===== src/inc/oms_pkg.sv =====
// Constants, modes and register map of the operation mode selector
// Behaviour
// - Modes 0,2: network switching only while stopped
// - Mode 6 switches also while running
// - Network-panel switch on gives panel, else network
// - Startup 10: modes 1,2,3/4 fixed
// - Network-external switch on overrides panel to network
// - Network-panel switch never yields external mode
// - Mode 7 interlock on, startup 10: panel-external switch selects
// - Network-external switch on gives network, else external
// - Startup 0/1, mode 2: never panel mode
// - Mode 7: interlock stops output or forces external
// - External fallback yields network-panel, else panel-external choice, else external if network-external assigned, else the mode held
// - Fixed priority among settings and switch signals
// - Mode and startup settings reset to zero
// - Panel-external switch: on external, off panel
package oms_pkg;
   // Operation modes
   typedef enum logic [1:0] {
      OMS_EXT,
      OMS_PANEL,
      OMS_NET,
      OMS_COMB
   } oms_mode_e;

   // Register byte offsets
   localparam logic [7:0] OMS_OFS_OP_MODE = 8'h00;
   localparam logic [7:0] OMS_OFS_COMM = 8'h04;
   localparam logic [7:0] OMS_OFS_TERM0 = 8'h08;
   localparam logic [7:0] OMS_OFS_STATUS = 8'h1c;

   // Terminal count and field widths
   localparam int OMS_NUM_TERM = 5;
   localparam int OMS_SET_W = 4;
   localparam int OMS_FUNC_W = 7;

   // Status field positions
   localparam int OMS_ST_MODE_LSB = 0;
   localparam int OMS_ST_STOP_POS = 2;
   localparam int OMS_ST_IDLE_POS = 3;
   localparam int OMS_ST_PEND_POS = 4;

   // Reset values
   localparam logic [3:0] OMS_OP_RST = 4'h0;
   localparam logic [3:0] OMS_COMM_RST = 4'h0;
   localparam logic [6:0] OMS_FUNC_RST = 7'h7f;

   // Terminal function codes
   localparam logic [6:0] OMS_FN_NET_PU = 7'h41;
   localparam logic [6:0] OMS_FN_NET_EXT = 7'h42;
   localparam logic [6:0] OMS_FN_PU_EXT = 7'h10;
   localparam logic [6:0] OMS_FN_INTERLOCK = 7'h0c;
   localparam logic [6:0] OMS_FN_OUT_STOP = 7'h18;

   // Operation mode selection values
   localparam logic [3:0] OMS_OP_SWITCH = 4'h0;
   localparam logic [3:0] OMS_OP_PANEL = 4'h1;
   localparam logic [3:0] OMS_OP_EXTNET = 4'h2;
   localparam logic [3:0] OMS_OP_COMB3 = 4'h3;
   localparam logic [3:0] OMS_OP_COMB4 = 4'h4;
   localparam logic [3:0] OMS_OP_RUNSW = 4'h6;
   localparam logic [3:0] OMS_OP_LOCK = 4'h7;

   // Communication startup values
   localparam logic [3:0] OMS_COMM_PANELNET = 4'ha;

   // Bus responses
   localparam logic [1:0] OMS_RESP_OKAY = 2'h0;
   localparam logic [1:0] OMS_RESP_SLVERR = 2'h2;
endpackage


===== src/inc/oms_if.sv =====
// Bundle between register core and mode resolver
interface oms_if;
   logic [3:0] op_mode;              // Operation mode selection
   logic [3:0] comm_sel;             // Communication startup selection
   logic net_pu;                     // Network-panel switch level
   logic net_ext;                    // Network-external switch level
   logic pu_ext;                     // Panel-external switch level
   logic interlock;                  // Panel interlock level
   logic net_pu_asg;                 // Network-panel switch assigned
   logic net_ext_asg;                // Network-external switch assigned
   logic pu_ext_asg;                 // Panel-external switch assigned
   oms_pkg::oms_mode_e cur_mode;     // Mode now held
   oms_pkg::oms_mode_e target;       // Mode the settings ask for
   modport core (output op_mode, output comm_sel, output net_pu, output net_ext, output pu_ext,
      output interlock, output net_pu_asg, output net_ext_asg, output pu_ext_asg,
      output cur_mode, input target);
   modport res (input op_mode, input comm_sel, input net_pu, input net_ext, input pu_ext,
      input interlock, input net_pu_asg, input net_ext_asg, input pu_ext_asg,
      input cur_mode, output target);
endinterface


===== src/core/oms_resolve.sv =====
// Combinational resolver of the requested operation mode
module oms_resolve (
   oms_if.res bus
);
   // Fallback when the external mode would result
   function automatic oms_pkg::oms_mode_e ext_fallback(input logic npu_asg, input logic npu,
      input logic pe_asg, input logic pe, input logic ne_asg, input oms_pkg::oms_mode_e cur);
      oms_pkg::oms_mode_e m;
      m = cur;
      if (npu_asg) begin
         m = npu ? oms_pkg::OMS_PANEL : oms_pkg::OMS_NET;
      end else if (pe_asg) begin
         m = pe ? oms_pkg::OMS_EXT : oms_pkg::OMS_PANEL;
      end else if (ne_asg) begin
         m = oms_pkg::OMS_EXT;
      end
      return m;
   endfunction

   // Priority walk: setting, interlock, startup, net-ext, net-pu, pu-ext
   always_comb begin
      bus.target = bus.cur_mode;
      case (bus.op_mode)
         // Fixed panel mode
         oms_pkg::OMS_OP_PANEL: begin
            bus.target = oms_pkg::OMS_PANEL;
         end
         // Combined external and panel mode
         oms_pkg::OMS_OP_COMB3, oms_pkg::OMS_OP_COMB4: begin
            bus.target = oms_pkg::OMS_COMB;
         end
         // Network fixed, or network and external only
         oms_pkg::OMS_OP_EXTNET: begin
            if (bus.comm_sel == oms_pkg::OMS_COMM_PANELNET) begin
               bus.target = oms_pkg::OMS_NET;
            end else if (bus.net_ext_asg && bus.net_ext) begin
               bus.target = oms_pkg::OMS_NET;
            end else begin
               bus.target = oms_pkg::OMS_EXT;
            end
         end
         // Interlocked mode
         oms_pkg::OMS_OP_LOCK: begin
            if (!bus.interlock) begin
               bus.target = oms_pkg::OMS_EXT;
            end else if (bus.comm_sel == oms_pkg::OMS_COMM_PANELNET) begin
               bus.target = bus.pu_ext ? oms_pkg::OMS_EXT : oms_pkg::OMS_PANEL;
            end else if (bus.net_ext_asg && bus.net_ext) begin
               bus.target = oms_pkg::OMS_NET;
            end else begin
               bus.target = ext_fallback(bus.net_pu_asg, bus.net_pu, bus.pu_ext_asg, bus.pu_ext,
                  bus.net_ext_asg, bus.cur_mode);
            end
         end
         // Free switching modes
         oms_pkg::OMS_OP_SWITCH, oms_pkg::OMS_OP_RUNSW: begin
            if (bus.comm_sel == oms_pkg::OMS_COMM_PANELNET) begin
               // Never external here
               if (bus.net_pu_asg && bus.net_pu) begin
                  bus.target = (bus.net_ext_asg && bus.net_ext) ? oms_pkg::OMS_NET : oms_pkg::OMS_PANEL;
               end else begin
                  bus.target = oms_pkg::OMS_NET;
               end
            end else if (bus.net_ext_asg && bus.net_ext) begin
               bus.target = oms_pkg::OMS_NET;
            end else begin
               bus.target = ext_fallback(bus.net_pu_asg, bus.net_pu, bus.pu_ext_asg, bus.pu_ext,
                  bus.net_ext_asg, bus.cur_mode);
            end
         end
         // Unused setting holds the mode
         default: begin
            bus.target = bus.cur_mode;
         end
      endcase
   end
endmodule


===== src/core/oms_top.sv =====
// Operation mode selector with AXI4-Lite register access
//
// Our own choices: the AXI4-Lite register port and the address map.
module oms_top #(
   parameter int NUM_TERM = oms_pkg::OMS_NUM_TERM
) (
   input wire logic aclk,
   input wire logic aresetn,
   input wire logic [NUM_TERM-1:0] term_in,
   input wire logic motor_running_in,
   input wire logic start_cmd_in,
   input wire logic s_axi_awvalid,
   output logic s_axi_awready,
   input wire logic [7:0] s_axi_awaddr,
   input wire logic s_axi_wvalid,
   output logic s_axi_wready,
   input wire logic [31:0] s_axi_wdata,
   input wire logic [3:0] s_axi_wstrb,
   output logic s_axi_bvalid,
   input wire logic s_axi_bready,
   output logic [1:0] s_axi_bresp,
   input wire logic s_axi_arvalid,
   output logic s_axi_arready,
   input wire logic [7:0] s_axi_araddr,
   output logic s_axi_rvalid,
   input wire logic s_axi_rready,
   output logic [31:0] s_axi_rdata,
   output logic [1:0] s_axi_rresp,
   output logic [1:0] mode_out,
   output logic output_stop_out
);
   localparam int SW = oms_pkg::OMS_SET_W;
   localparam int FW = oms_pkg::OMS_FUNC_W;

   // Register selector codes
   localparam logic [3:0] SEL_OP = 4'h0;
   localparam logic [3:0] SEL_COMM = 4'h1;
   localparam logic [3:0] SEL_STAT = 4'h2;
   localparam logic [3:0] SEL_TERM = 4'h3;
   localparam logic [3:0] SEL_NONE = 4'hf;

   oms_if res_bus ();                            // Link to the resolver

   // Synchroniser stages for pins
   logic [NUM_TERM+1:0] pin_meta_reg;             // First stage only
   logic [NUM_TERM+1:0] pin_sync_reg;             // Safe to read

   // Settings
   logic [SW-1:0] op_mode_reg;                    // Operation mode selection
   logic [SW-1:0] comm_reg;                       // Communication startup selection
   logic [FW-1:0] term_func_reg [NUM_TERM];       // Function code per terminal

   // Mode state
   oms_pkg::oms_mode_e mode_reg;                  // Selected mode
   logic stop_reg;                                // Output stop level

   // Bus state
   logic aw_have_reg;                             // Write address held
   logic [7:0] aw_addr_reg;                       // Held write address
   logic w_have_reg;                              // Write data held
   logic [31:0] w_data_reg;                       // Held write data
   logic [3:0] w_strb_reg;                        // Held byte enables
   logic bvalid_reg;                              // Write answer pending
   logic [1:0] bresp_reg;                         // Write answer code
   logic rvalid_reg;                              // Read answer pending
   logic [31:0] rdata_reg;                        // Read answer data
   logic [1:0] rresp_reg;                         // Read answer code

   // Decoded terminal and motor levels
   logic [NUM_TERM-1:0] term_lvl;
   logic motor_idle;                              // Stopped or no start command
   logic lock_asg;                                // Interlock function assigned
   logic mrs_asg;                                 // Output stop function assigned
   logic mrs_lvl;                                 // Output stop level
   logic lock_lvl;                                // Effective interlock level
   logic pending;                                 // Request waiting for a stop
   logic may_switch;                              // Mode change allowed now
   logic do_write;                                // Both write halves present
   logic [3:0] wr_sel;                            // Decoded write target
   logic [3:0] rd_sel;                            // Decoded read target

   // Address to register selector, used by both channels
   function automatic logic [3:0] reg_sel(input logic [7:0] addr);
      logic [7:0] rel;
      rel = addr - oms_pkg::OMS_OFS_TERM0;
      if (addr[1:0] != 2'h0) begin
         reg_sel = SEL_NONE;
      end else if (addr == oms_pkg::OMS_OFS_OP_MODE) begin
         reg_sel = SEL_OP;
      end else if (addr == oms_pkg::OMS_OFS_COMM) begin
         reg_sel = SEL_COMM;
      end else if (addr == oms_pkg::OMS_OFS_STATUS) begin
         reg_sel = SEL_STAT;
      end else if (addr >= oms_pkg::OMS_OFS_TERM0 && rel[7:2] < 6'(NUM_TERM)) begin
         reg_sel = SEL_TERM;
      end else begin
         reg_sel = SEL_NONE;
      end
   endfunction

   // Terminal index from a terminal register address
   function automatic int term_idx(input logic [7:0] addr);
      logic [7:0] rel;
      rel = addr - oms_pkg::OMS_OFS_TERM0;
      term_idx = int'(rel[7:2]);
   endfunction

   // Level of a function over all terminals routed to it
   function automatic logic func_lvl(input logic [FW-1:0] code, input logic [NUM_TERM-1:0] lvl);
      logic r;
      r = 1'b0;
      for (int i = 0; i < NUM_TERM; i++) begin
         r = r | (lvl[i] && term_func_reg[i] == code);
      end
      return r;
   endfunction

   // Whether any terminal carries a function
   function automatic logic func_asg(input logic [FW-1:0] code);
      logic r;
      r = 1'b0;
      for (int i = 0; i < NUM_TERM; i++) begin
         r = r | (term_func_reg[i] == code);
      end
      return r;
   endfunction

   // Two-flop synchroniser for pins
   always_ff @(posedge aclk) begin
      if (!aresetn) begin
         pin_meta_reg <= '0;
         pin_sync_reg <= '0;
      end else begin
         pin_meta_reg <= {start_cmd_in, motor_running_in, term_in};
         pin_sync_reg <= pin_meta_reg;
      end
   end

   // Function routing and run state
   always_comb begin
      term_lvl = pin_sync_reg[NUM_TERM-1:0];
      motor_idle = !pin_sync_reg[NUM_TERM] || !pin_sync_reg[NUM_TERM+1];
      lock_asg = func_asg(oms_pkg::OMS_FN_INTERLOCK);
      mrs_asg = func_asg(oms_pkg::OMS_FN_OUT_STOP);
      mrs_lvl = func_lvl(oms_pkg::OMS_FN_OUT_STOP, term_lvl);
      // Switch levels and routing here, so new function codes are seen at once
      res_bus.net_pu = func_lvl(oms_pkg::OMS_FN_NET_PU, term_lvl);
      res_bus.net_ext = func_lvl(oms_pkg::OMS_FN_NET_EXT, term_lvl);
      res_bus.pu_ext = func_lvl(oms_pkg::OMS_FN_PU_EXT, term_lvl);
      res_bus.net_pu_asg = func_asg(oms_pkg::OMS_FN_NET_PU);
      res_bus.net_ext_asg = func_asg(oms_pkg::OMS_FN_NET_EXT);
      res_bus.pu_ext_asg = func_asg(oms_pkg::OMS_FN_PU_EXT);
      // Output stop terminal doubles as interlock when none is routed
      if (lock_asg) begin
         lock_lvl = func_lvl(oms_pkg::OMS_FN_INTERLOCK, term_lvl);
      end else if (mrs_asg) begin
         lock_lvl = mrs_lvl;
      end else begin
         lock_lvl = 1'b1;
      end
   end

   // Resolver inputs
   assign res_bus.op_mode = op_mode_reg;
   assign res_bus.comm_sel = comm_reg;
   assign res_bus.interlock = lock_lvl;
   assign res_bus.cur_mode = mode_reg;

   oms_resolve u_resolve (
      .bus(res_bus)
   );

   // Change allowed when idle, in running switchover, or forced external
   always_comb begin
      may_switch = motor_idle;
      if (op_mode_reg == oms_pkg::OMS_OP_RUNSW) begin
         may_switch = 1'b1;
      end else if (op_mode_reg == oms_pkg::OMS_OP_LOCK && !lock_lvl) begin
         may_switch = 1'b1;
      end
      pending = (res_bus.target != mode_reg) && !may_switch;
   end

   // Mode state register, deferred requests apply at the stop
   always_ff @(posedge aclk) begin
      if (!aresetn) begin
         mode_reg <= oms_pkg::OMS_EXT;
      end else if (may_switch) begin
         mode_reg <= res_bus.target;
      end
   end

   // Output stop: in mode 7 interlock while external (else low), other modes plain stop input
   always_ff @(posedge aclk) begin
      if (!aresetn) begin
         stop_reg <= 1'b0;
      end else if (op_mode_reg == oms_pkg::OMS_OP_LOCK) begin
         stop_reg <= lock_lvl && (lock_asg || mrs_asg) && mode_reg == oms_pkg::OMS_EXT;
      end else begin
         stop_reg <= mrs_lvl;
      end
   end

   // Write path decode
   assign do_write = aw_have_reg && w_have_reg && !bvalid_reg;
   assign wr_sel = reg_sel(aw_addr_reg);
   assign rd_sel = reg_sel(s_axi_araddr);

   // Write address and data capture, either order
   always_ff @(posedge aclk) begin
      if (!aresetn) begin
         aw_have_reg <= 1'b0;
         aw_addr_reg <= 8'h00;
         w_have_reg <= 1'b0;
         w_data_reg <= 32'h0000_0000;
         w_strb_reg <= 4'h0;
      end else begin
         // Address taken
         if (s_axi_awvalid && !aw_have_reg) begin
            aw_have_reg <= 1'b1;
            aw_addr_reg <= s_axi_awaddr;
         end else if (do_write) begin
            aw_have_reg <= 1'b0;
         end
         // Data taken
         if (s_axi_wvalid && !w_have_reg) begin
            w_have_reg <= 1'b1;
            w_data_reg <= s_axi_wdata;
            w_strb_reg <= s_axi_wstrb;
         end else if (do_write) begin
            w_have_reg <= 1'b0;
         end
      end
   end

   // Setting registers, low byte lane only
   always_ff @(posedge aclk) begin
      if (!aresetn) begin
         op_mode_reg <= oms_pkg::OMS_OP_RST;
         comm_reg <= oms_pkg::OMS_COMM_RST;
         for (int i = 0; i < NUM_TERM; i++) begin
            term_func_reg[i] <= oms_pkg::OMS_FUNC_RST;
         end
      end else if (do_write && w_strb_reg[0]) begin
         if (wr_sel == SEL_OP) begin
            op_mode_reg <= w_data_reg[SW-1:0];
         end else if (wr_sel == SEL_COMM) begin
            comm_reg <= w_data_reg[SW-1:0];
         end else if (wr_sel == SEL_TERM) begin
            term_func_reg[term_idx(aw_addr_reg)] <= w_data_reg[FW-1:0];
         end
      end
   end

   // Write response
   always_ff @(posedge aclk) begin
      if (!aresetn) begin
         bvalid_reg <= 1'b0;
         bresp_reg <= oms_pkg::OMS_RESP_OKAY;
      end else if (do_write) begin
         bvalid_reg <= 1'b1;
         // Status and unmapped words refuse writes
         if (wr_sel == SEL_NONE || wr_sel == SEL_STAT) begin
            bresp_reg <= oms_pkg::OMS_RESP_SLVERR;
         end else begin
            bresp_reg <= oms_pkg::OMS_RESP_OKAY;
         end
      end else if (s_axi_bready) begin
         bvalid_reg <= 1'b0;
      end
   end

   // Read channel, answer one cycle after the address
   always_ff @(posedge aclk) begin
      if (!aresetn) begin
         rvalid_reg <= 1'b0;
         rdata_reg <= 32'h0000_0000;
         rresp_reg <= oms_pkg::OMS_RESP_OKAY;
      end else if (s_axi_arvalid && !rvalid_reg) begin
         rvalid_reg <= 1'b1;
         rresp_reg <= oms_pkg::OMS_RESP_OKAY;
         rdata_reg <= 32'h0000_0000;
         if (rd_sel == SEL_OP) begin
            rdata_reg[SW-1:0] <= op_mode_reg;
         end else if (rd_sel == SEL_COMM) begin
            rdata_reg[SW-1:0] <= comm_reg;
         end else if (rd_sel == SEL_TERM) begin
            rdata_reg[FW-1:0] <= term_func_reg[term_idx(s_axi_araddr)];
         end else if (rd_sel == SEL_STAT) begin
            rdata_reg[oms_pkg::OMS_ST_MODE_LSB+:2] <= mode_reg;
            rdata_reg[oms_pkg::OMS_ST_STOP_POS] <= stop_reg;
            rdata_reg[oms_pkg::OMS_ST_IDLE_POS] <= motor_idle;
            rdata_reg[oms_pkg::OMS_ST_PEND_POS] <= pending;
         end else begin
            rresp_reg <= oms_pkg::OMS_RESP_SLVERR;
         end
      end else if (s_axi_rready) begin
         rvalid_reg <= 1'b0;
      end
   end

   // Outputs straight from flops
   assign s_axi_awready = !aw_have_reg;
   assign s_axi_wready = !w_have_reg;
   assign s_axi_bvalid = bvalid_reg;
   assign s_axi_bresp = bresp_reg;
   assign s_axi_arready = !rvalid_reg;
   assign s_axi_rvalid = rvalid_reg;
   assign s_axi_rdata = rdata_reg;
   assign s_axi_rresp = rresp_reg;
   assign mode_out = mode_reg;
   assign output_stop_out = stop_reg;
endmodule


===== config.mk =====
export PLATFORM = sky130hd
export DESIGN_NAME = oms_top
export DESIGN_NICKNAME = d
export VERILOG_FILES = /design/src/inc/oms_pkg.sv /design/src/inc/oms_if.sv /design/src/core/oms_resolve.sv /design/src/core/oms_top.sv
export SDC_FILE = /design/constraint.sdc
export NUM_CORES = 1
export LEC_CHECK = 0
export BUFFER_PORTS_ARGS = -buffer_cell sky130_fd_sc_hd__buf_4
export CAP_MARGIN = 30
export CORE_ASPECT_RATIO = 0.5
export CORE_UTILIZATION = 25
export DETAILED_ROUTE_END_ITERATION = 10
export PLACE_DENSITY_LB_ADDON = 0.08
export SLEW_MARGIN = 20
export SYNTH_ARGS = -nofsm -noshare
export SYNTH_HDL_FRONTEND = slang
export SYNTH_SLANG_ARGS = --single-unit
export TNS_END_PERCENT = 1

===== constraint.sdc =====
create_clock -name aclk -period 3.95 [get_ports aclk]
set_clock_uncertainty 0.05 [all_clocks]
set_input_delay 0.79 -clock aclk [delete_from_list [all_inputs] [get_ports aclk]]
set_output_delay 0.79 -clock aclk [all_outputs]
set_load 0.02 [all_outputs]

Word-level counts from Yosys, hierarchy flattened
Memories as Yosys holds them, arrays and structs flattened.
Cells that the tools add are included.
- flip-flop bits (word level): 56
- latch bits: 0
- RAM bits: 35
- ROM bits: 0
- input bits: 66
- output and inout bits: 44
- logic and storage cells: 233
- memories: 1
- add/sub/neg operators: 2
- multipliers: 0
- divide/modulo/power cells: 0
- $lt $le $gt $ge: 4
- equal/unequal tests: 44
- shift-type cells: 0
- multiplexer cells: 58
- bitwise operators: 41
- reductions and logical operators: 67
- memory list (memory ; words ; bits a word ; read ports ; clocked after Yosys merged registers in ; wr ports ; line ; RTL):
    term_func_reg ; 5 ; 7 ; 6 ; 0 ; 5 ; oms_top.sv:51 ; logic [FW-1:0] term_func_reg [NUM_TERM];
- operator list (operator ; count):
    7-bit by 5-bit equality test with 1-bit output (second input constant) ; 10
    7-bit equality test (second input constant) ; 10
    4-bit 2-to-1 mux ; 12
    1-bit OR ; 40
    1-bit logical AND ; 39
    2-bit 2-to-1 mux ; 18
    7-bit by 4-bit equality test with 1-bit output (second input constant) ; 5
    4-bit by 2-bit equality test with 1-bit output (second input constant) ; 6
    1-bit 2-to-1 mux ; 21
    8-bit by 3-bit equality test with 1-bit output (second input constant) ; 2
    8-bit by 5-bit equality test with 1-bit output (second input constant) ; 2
    8-bit by 4-bit greater-or-equal comparator with 1-bit output (second input constant) ; 2
    8-bit logical NOT ; 2
    8-bit by 4-bit subtractor with 8-bit output (second input constant) ; 2
    4-bit by 1-bit equality test with 1-bit output (second input constant) ; 3
    4-bit by 3-bit equality test with 1-bit output (second input constant) ; 3
    4-bit logical NOT ; 3
    6-bit by 3-bit < comparator with 1-bit output (second input constant) ; 2
    2-bit nonzero test ; 6
    5-bit 2-to-1 mux ; 2
    2-bit case mux with 5 select lines ; 1
    3-bit 2-to-1 mux ; 3
    4-bit equality test (second input constant) ; 2
    1-bit logical NOT ; 8
    9 further kinds ; 12

Logic depth before layout (Yosys ltp)
Gate-level depths: netlist of run 1.
An unclocked memory read counts as a cell.
- word-level depth: 20
- mapped depth: 12

Cells and area by module
A second synthesis of run 1 with hierarchy kept.
- cells, all modules: 545
- area, all modules: 5840.6 µm²
- modules (own cells, without submodules) (module ; instances ; cells an instance ; area an instance (µm²)):
    oms_top ; 1 ; 513 ; 5607.9
    oms_resolve ; 1 ; 32 ; 232.7

Worst setup path before layout of run 1
No wires, ideal clock.
- path kind: input -> register
- start: input s_axi_araddr[3]
- end: register rdata_reg[4], in the netlist s_axi_rdata[4]
- setup time: 74 ps
- data arrival time: 3111 ps
- required time: 3826 ps
- path slack: 715 ps
- stages on the path: 12
- buffers on the path: 3
- cells stage by stage: clkbuf_1 clkbuf_1 inv_1 ha_1 clkbuf_1 a21oi_1 nor3_1 nand3_1 a21oi_1 nand2_1 o31a_1 a31oi_1
- longest elaborated chain between the ends: 13
- elaborated cells on any way between the ends: 21
- classes of those cells: add/sub (1); order compare (2); eq/ne (5); mux (9); reduce/logical (3); memory (1)
- RTL lines (item ; line ; RTL):
    start: declaration ; oms_top.sv:24 ; input wire logic [7:0] s_axi_araddr,
    8-bit by 4-bit subtractor with 8-bit output ; oms_top.sv:104 ; rel = addr - oms_pkg::OMS_OFS_TERM0;
    6-bit by 3-bit < comparator with 1-bit output ; oms_top.sv:94 ; end else if (addr >= oms_pkg::OMS_OFS_TERM0 && rel[7:2] < 6'(NUM_TERM)) begin
    1-bit logical AND ; oms_top.sv:94 ;
    4-bit 2-to-1 mux ; oms_top.sv:94 ;
    4-bit 2-to-1 mux ; oms_top.sv:92 ; end else if (addr == oms_pkg::OMS_OFS_STATUS) begin
    4-bit 2-to-1 mux ; oms_top.sv:90 ; end else if (addr == oms_pkg::OMS_OFS_COMM) begin
    4-bit 2-to-1 mux ; oms_top.sv:88 ; end else if (addr == oms_pkg::OMS_OFS_OP_MODE) begin
    4-bit 2-to-1 mux ; oms_top.sv:86 ; if (addr[1:0] != 2'h0) begin
    4-bit by 2-bit equality test with 1-bit output ; oms_top.sv:289 ; end else if (rd_sel == SEL_STAT) begin
    5-bit 2-to-1 mux ; oms_top.sv:289 ;
    5-bit 2-to-1 mux ; oms_top.sv:287 ; end else if (rd_sel == SEL_TERM) begin
    3-bit 2-to-1 mux ; oms_top.sv:285 ; end else if (rd_sel == SEL_COMM) begin
    3-bit 2-to-1 mux * ; oms_top.sv:283 ; if (rd_sel == SEL_OP) begin
    end signal: indexed assignment ; oms_top.sv:284 ; rdata_reg[SW-1:0] <= op_mode_reg;
    end signal: indexed assignment ; oms_top.sv:286 ; rdata_reg[SW-1:0] <= comm_reg;
    end signal: indexed assignment ; oms_top.sv:288 ; rdata_reg[FW-1:0] <= term_func_reg[term_idx(s_axi_araddr)];
    end: declaration ; oms_top.sv:66 ; logic [31:0] rdata_reg;
Every way passes the cells marked *; elsewhere a longest branch is shown, timed or not.
A chain may end at the register's enable or synchronous reset.

==> metrics, run 1 <==
Slew Viols, Final=0; Worst Path Required=3.93 ns; Clk Tree Root Cell=clkbuf_16; WHS Endpoint=pin_sync_reg[4]; leakage power=2.248 nW; post-CTS setup buffer count=0; fraction of registers with async set/reset=0%; Syn Area/Cell=10.80 µm²; Worst-Margin Slew=0.9165 ns; # nets final=657; Total GRT Usage=14.34%; CP Launch Type=register; CP Cell Sequence=inv_1, ha_1, a21oi_1, or4_4, a2111oi_4, o21ai_2, nor4_2, nand2_2, nand2_1; HPWL after detailed placement=12,240 µm; Final Non-Filler Cells=890; most frequent cells in the layout=buf_4 (59), nor2_1 (58), edfxtp_1 (56); r2r startpoint=aw_addr_reg[3]; H-Tree Depth=3; setup slack, reg-to-reg=0.65 ns; CP arrival=3.29 ns; io pins=110; # diodes=0; area grow syn2layout=16.22%; EDFF count, synth=56; RSZ-0062 raised after global routing=false; Post-Synthesis Cell Area=5748 µm²; full die area=23,640 µm²; HP Class=register to register; library cells used by synthesis=66; status=finished, final reports clean; Max Buffers Root-to-Sink=2; drc violations=0; CP Max Fanout=8; placed cell area=6399 µm²; final WL=16,170 µm; Die X=216.4 µm; Worst Reg-to-Reg Cells=9; design area=6680 µm²; Fin Setup TNS=0 ns; Num Clock Sinks=110; Synth Register Bits=110; overall overflow remaining after global route=0; CP Capture Type=register; routed length per instance=18.17 µm; Post-synth top flop=edfxtp_1; Layout Utilization=30.22%; Detail Route Antenna Nets=0; max FFs per register=56; number of core rows=38; Crit-path slowest cell=or4_4; chip height=109.2 µm; crit path time final=3.302 ns; Max Cap Viol=0; clock latency on the worst-skew pair=0.36 ns; cells after synthesis=532; drt initial violations=164; gpl congestion=0.8176; core area=22,110 µm²; crit-path leading delay family=simple AND/OR/NAND/NOR gates; clk slew on worst S/H paths=0.08 ns; Initial Utilization=26.00%; Placed Cells incl. Taps=874; Buf+Inv Stages, Crit Path=1; Final setup viols=0; Inserted Clock Buffers=9; Worst Hold Launch=pin_meta_reg[4]; commonest non-fill, non-tap cell in the layout=buf_4; via/cell ratio=4.710; initial antenna violation count=0; CTS tree=built; via count=4,192; vias in the first global route=4,038; Slew headroom=38.04%; Syn. warnings=0; CP Class=register to register; CP max stage delay=0.54 ns; sequential-to-total area share from yosys stat=48.06%; r2r endpoint=term_func_reg[3][4]; worst vdd ir=0.1813 mV; largest net degree at the start of global routing=29; Worst Hold Depth=1; PostCTS Resize Cnt=0; maximum operating frequency=302.9 MHz; global-route wire length before repair=25,070 µm; Hold-fix buffers, CTS=0; first-pass iteration count of the detailed router=4; Cell Pwr Density=354.8 nW/µm²; fraction of layout cells with a size suffix above 1=18.81%; Hold Fails Final Rpt=0; I/O Buffers=54; fin crit share=83.59%
Yosys cell counts, drive strengths merged (5+ instances only):
master | count | area, µm²
buf | 33 | 227.7
inv | 12 | 45.04
mux4 | 14 | 315.3
dfxtp | 54 | 1081
nor2b | 11 | 68.82
and3 | 7 | 43.79
mux2i | 33 | 330.3
a31oi | 6 | 37.54
a22oi | 5 | 37.54
nor4b | 8 | 70.07
nand2 | 24 | 102.6
clkbuf | 10 | 37.54
and2 | 18 | 115.1
edfxtp | 56 | 1682
o21ai | 10 | 53.80
ha | 6 | 75.07
or2 | 35 | 219.0
nor4 | 11 | 90.08
nand3 | 13 | 65.06
nor3b | 5 | 37.54
a211oi | 6 | 45.04
nor2 | 58 | 217.7
nor3 | 13 | 65.06
a21oi | 19 | 95.09
report_power, final:
part	internal (mW)	leakage, nW	total, mW	switching [mW]
Clock	0.439	0.132	0.884	0.445
Sequential	1.22	0.872	1.26	0.0385
Combinational	0.0945	1.24	0.225	0.131
Total	1.76	2.25	2.37	0.614
worst max path at each step:
stage                     cells past startpoint       startpoint                   to
after floorplan                              12  s_axi_araddr[3]       s_axi_rdata[4]
after global placement                        9   aw_addr_reg[3]  term_func_reg[1][0]
after detailed placement                      9   aw_addr_reg[3]  term_func_reg[3][2]
after CTS                                     9   aw_addr_reg[3]  term_func_reg[3][4]
after global routing                          9   aw_addr_reg[3]  term_func_reg[1][2]
final                                         9   aw_addr_reg[3]  term_func_reg[3][4]
per-stage QoR:
stage	total power, mW	setup slack, ns	hold WS, ns
2_1_floorplan	1.442	0.7148	0.3619
3_3_place_gp	1.517	0.6023	0.3694
3_5_place_dp	1.517	0.5847	0.3710
4_1_cts	2.409	0.5686	0.3875
5_1_grt	2.479	0.3632	0.4079
6_report	2.370	0.6481	0.3831
routing by layer:
metal | up-vias | track usage, % | routed length, µm
met5 | - | 0 | 0
met4 | 0 | 3.521 | 182
met3 | 12 | 4.519 | 954
met2 | 100 | 21.15 | 6807
met1 | 2042 | 20.17 | 8230
li1 | 2038 | - | -
final cells by class:
cell class	count	area (µm²)
Clock buffer	10	229.0
Clock inverter	6	52.55
Fill cell	2303	15430
Inverter	13	50.05
Multi-Input combinational cell	392	2768
Sequential cell	110	2763
Tap cell	300	375.4
Timing Repair Buffer	59	442.9
logic make-up after synthesis:
| family | Yosys count | synth area share [%] |
|---|---|---|
| compound gates | 77 | 10.14 |
| xor+xnor | 2 | 0.3048 |
| fa+ha+maj | 6 | 1.306 |
| buf+inv | 56 | 5.485 |
| flops | 110 | 48.06 |
| mux | 47 | 11.23 |
| other cells | 1 | 0.06524 |
| simple gates | 233 | 23.40 |
(Power assumes the default switching activity.)
==> inputs of run 2 (changes only) <==
ABC_AREA = 1   (was not set)
clock period = 3.35 ns   (was 3.95 ns; I/O delays follow)
==> run 2 against run 1 <==
Die area increased by 2.7%. First-iteration DRC count is 110% higher. Final area is 3.3% higher. Sequential cell count unchanged. Non-clock buffer count rose by 7. Sequential power increased by 17%. Largest power group unchanged.
==> metrics, run 2 <==
largest net degree at the start of global routing=50; Initial Utilization=25.68%; via/cell ratio=4.430; Post-Synthesis Cell Area=5903 µm²; status=finished, final reports clean; via count=4,988; EDFF count, synth=56; routed length per instance=16.36 µm; first-pass iteration count of the detailed router=5; Syn. warnings=0; Adder-Cell Fraction of Synth Area=1.272%; Post-Synth Simple-Gate Area=26.90%; clock latency on the worst-skew pair=0.36 ns; Detail Route Antenna Nets=0; max FFs per register=56; drt initial violations=350; net switching fraction of the power=27.42%; io pins=110; Worst Slack Setup Final=0.5184 ns; full die area=24,270 µm²; CP Class=register to register; CP Max Fanout=8; post-synthesis mux area share=0%; Synth Area in Compound Gates=13.40%; xor/xnor share of the synthesized area=0.2967%; worst vdd ir=0.2388 mV; Clk Tree Root Cell=clkbuf_16; HP Class=register to register; internal power=2.062 mW; CP max stage delay=0.46 ns; most used cell, CP=a21oi_1; Synth Register Bits=110; Max Cap Viol=0; CP Launch Type=register; area grow syn2layout=16.91%; CP startpoint=aw_addr_reg[3]; Slew headroom=65.01%; drc violations=0; fin crit share=84.53%; Worst Reg-to-Reg Cells=10; post-CTS setup buffer count=0; crit path time final=2.832 ns; CP Cell Sequence=inv_2, ha_1, a21oi_1, o21ai_1, a21oi_1, o221ai_1, a211oi_2, nand2_2, nor3_4, or2_1; r2r endpoint=term_func_reg[2][2]; post-synth top area share=28.49%; Max Buffers Root-to-Sink=2; number of core rows=39; CP Capture Type=register; HPWL after detailed placement=14,400 µm; # diodes=0; CTS tree=built; global-route wire length before repair=28,560 µm; fraction of registers with async set/reset=0%; RSZ-0062 raised after global routing=false; Syn Area/Cell=7.892 µm²; initial antenna violation count=1; WHS=0.3628 ns; commonest non-fill, non-tap cell in the layout=nand2_1; Hold Fails Final Rpt=0; design area=6902 µm²; cells after synthesis=748; fill cell count=2,483; power share of the clock group=36.2%; vias in the first global route=4,739; Synth area leader=edfxtp_1; maximum operating frequency=353.2 MHz; # nets final=886; Num Clock Sinks=110; library cells used by synthesis=43; setup slack, reg-to-reg=0.52 ns; clk slew on worst S/H paths=0.07 ns; NetSw=0.7791 mW; crit-path leading delay family=simple AND/OR/NAND/NOR gates; Final setup viols=0; chip height=110.7 µm; final WL=18,420 µm; placed cell area=6635 µm²; PostCTS Resize Cnt=0; r2r startpoint=aw_addr_reg[3]; fraction of layout cells with a size suffix above 1=16.24%; Inserted Clock Buffers=9; overall overflow remaining after global route=0; sequential-to-total area share from yosys stat=46.80%; core area=22,980 µm²; leakage power=2.875 nW; most frequent cells in the layout=nand2_1 (163), inv_1 (100), nor2_1 (85); Commonest cells post-synth=nand2_1 (163), inv_1 (100), nor2_1 (85), edfxtp_1 (56), dfxtp_1 (54); Fin Setup TNS=0 ns; Post-synth top flop=edfxtp_1; top-count cell post-synth=nand2_1; Critical Path Sink=term_func_reg[2][2]; Combinational Power Share=11.7%; post-place setup slack=0.5041 ns; Cell Pwr Density=411.7 nW/µm²; Crit-path slowest cell=dfxtp_1; Buf+Inv Stages, Crit Path=1; H-Tree Depth=3; ranking of synthesized cells by area=edfxtp_1 (28%), dfxtp_1 (18%), nand2_1 (10%); sequential share of power=52.1%; Total GRT Usage=15.99%; Die X=219.3 µm; WP depth=10; Slew Viols, Final=0; CP arrival=2.82 ns; Final Power=2.841 mW; largest family of logic cells by synthesized area=simple AND/OR/NAND/NOR gates; Worst-Margin Slew=0.5249 ns; Worst Path Required=3.34 ns; I/O Buffers=54; Hold-fix buffers, CTS=0; gpl congestion=0.8309
[run 2: how the worst min path moves through the flow]
stage | slack, ns | start | to | cells past startpoint
global route | 0.39 | pin_meta_reg[3] | pin_sync_reg[3] | 2
floorplan | 0.34 | pin_meta_reg[0] | pin_sync_reg[0] | 2
global placement | 0.34 | pin_meta_reg[4] | pin_sync_reg[4] | 2
finish | 0.36 | pin_meta_reg[4] | pin_sync_reg[4] | 2
CTS | 0.37 | pin_meta_reg[4] | pin_sync_reg[4] | 2
detailed placement | 0.35 | pin_meta_reg[4] | pin_sync_reg[4] | 2
[run 2: area by class of cell]
class / instances / area [µm²] / area share (%)
clock inverters: 5 / 33.78 / 0.4895
well taps: 307 / 384.1 / 5.566
flip-flops and latches: 110 / 2763 / 40.03
inverters: 112 / 420.4 / 6.091
repair buffers: 66 / 495.5 / 7.179
multi-input cells: 515 / 2572 / 37.27
clock buffers: 11 / 232.7 / 3.372
[run 2: worst register-to-register path: cells and delay by family, from the launching register on]
kind            cells  cell delay (ns)
flops               1             0.46
simple gates        3             0.94
buf+inv             1             0.11
compound gates      5             0.73
fa+ha+maj           1             0.22
[run 2: metal layers]
layer / vias to the layer above / track usage [%] / wire [µm]
li1: 2529 / - / -
met1: 2338 / 23.90 / 9860
met2: 112 / 23.13 / 7605
met3: 9 / 3.841 / 825
met4: 0 / 3.102 / 133
met5: - / 0 / 0
[run 2: logic make-up after synthesis]
| kind of cell | Yosys count |
|---|---|
| xor gates and xnor gates | 2 |
| and+or+nand+nor | 350 |
| buffers and inverters | 149 |
| adders and majority gates | 6 |
| DFF | 110 |
| AOI/OAI and AO/OA | 130 |
| other | 1 |
[run 2: power by group through the flow]
stage / logic, mW / clock network (mW) / registers, mW
finish: 0.332 / 1.03 / 1.48
CTS: 0.334 / 1.07 / 1.48
detailed placement: 0.333 / 0 / 1.51
floorplan: 0.218 / 0 / 1.51
global route: 0.368 / 1.12 / 1.49
global placement: 0.333 / 0 / 1.51
[run 2: through the flow]
stage	util [%]	instances
floorplan	-	774
global placement	28.87	1110
detailed placement	28.87	1110
CTS	30.03	1126
global route	30.03	1126
finish	30.03	1126
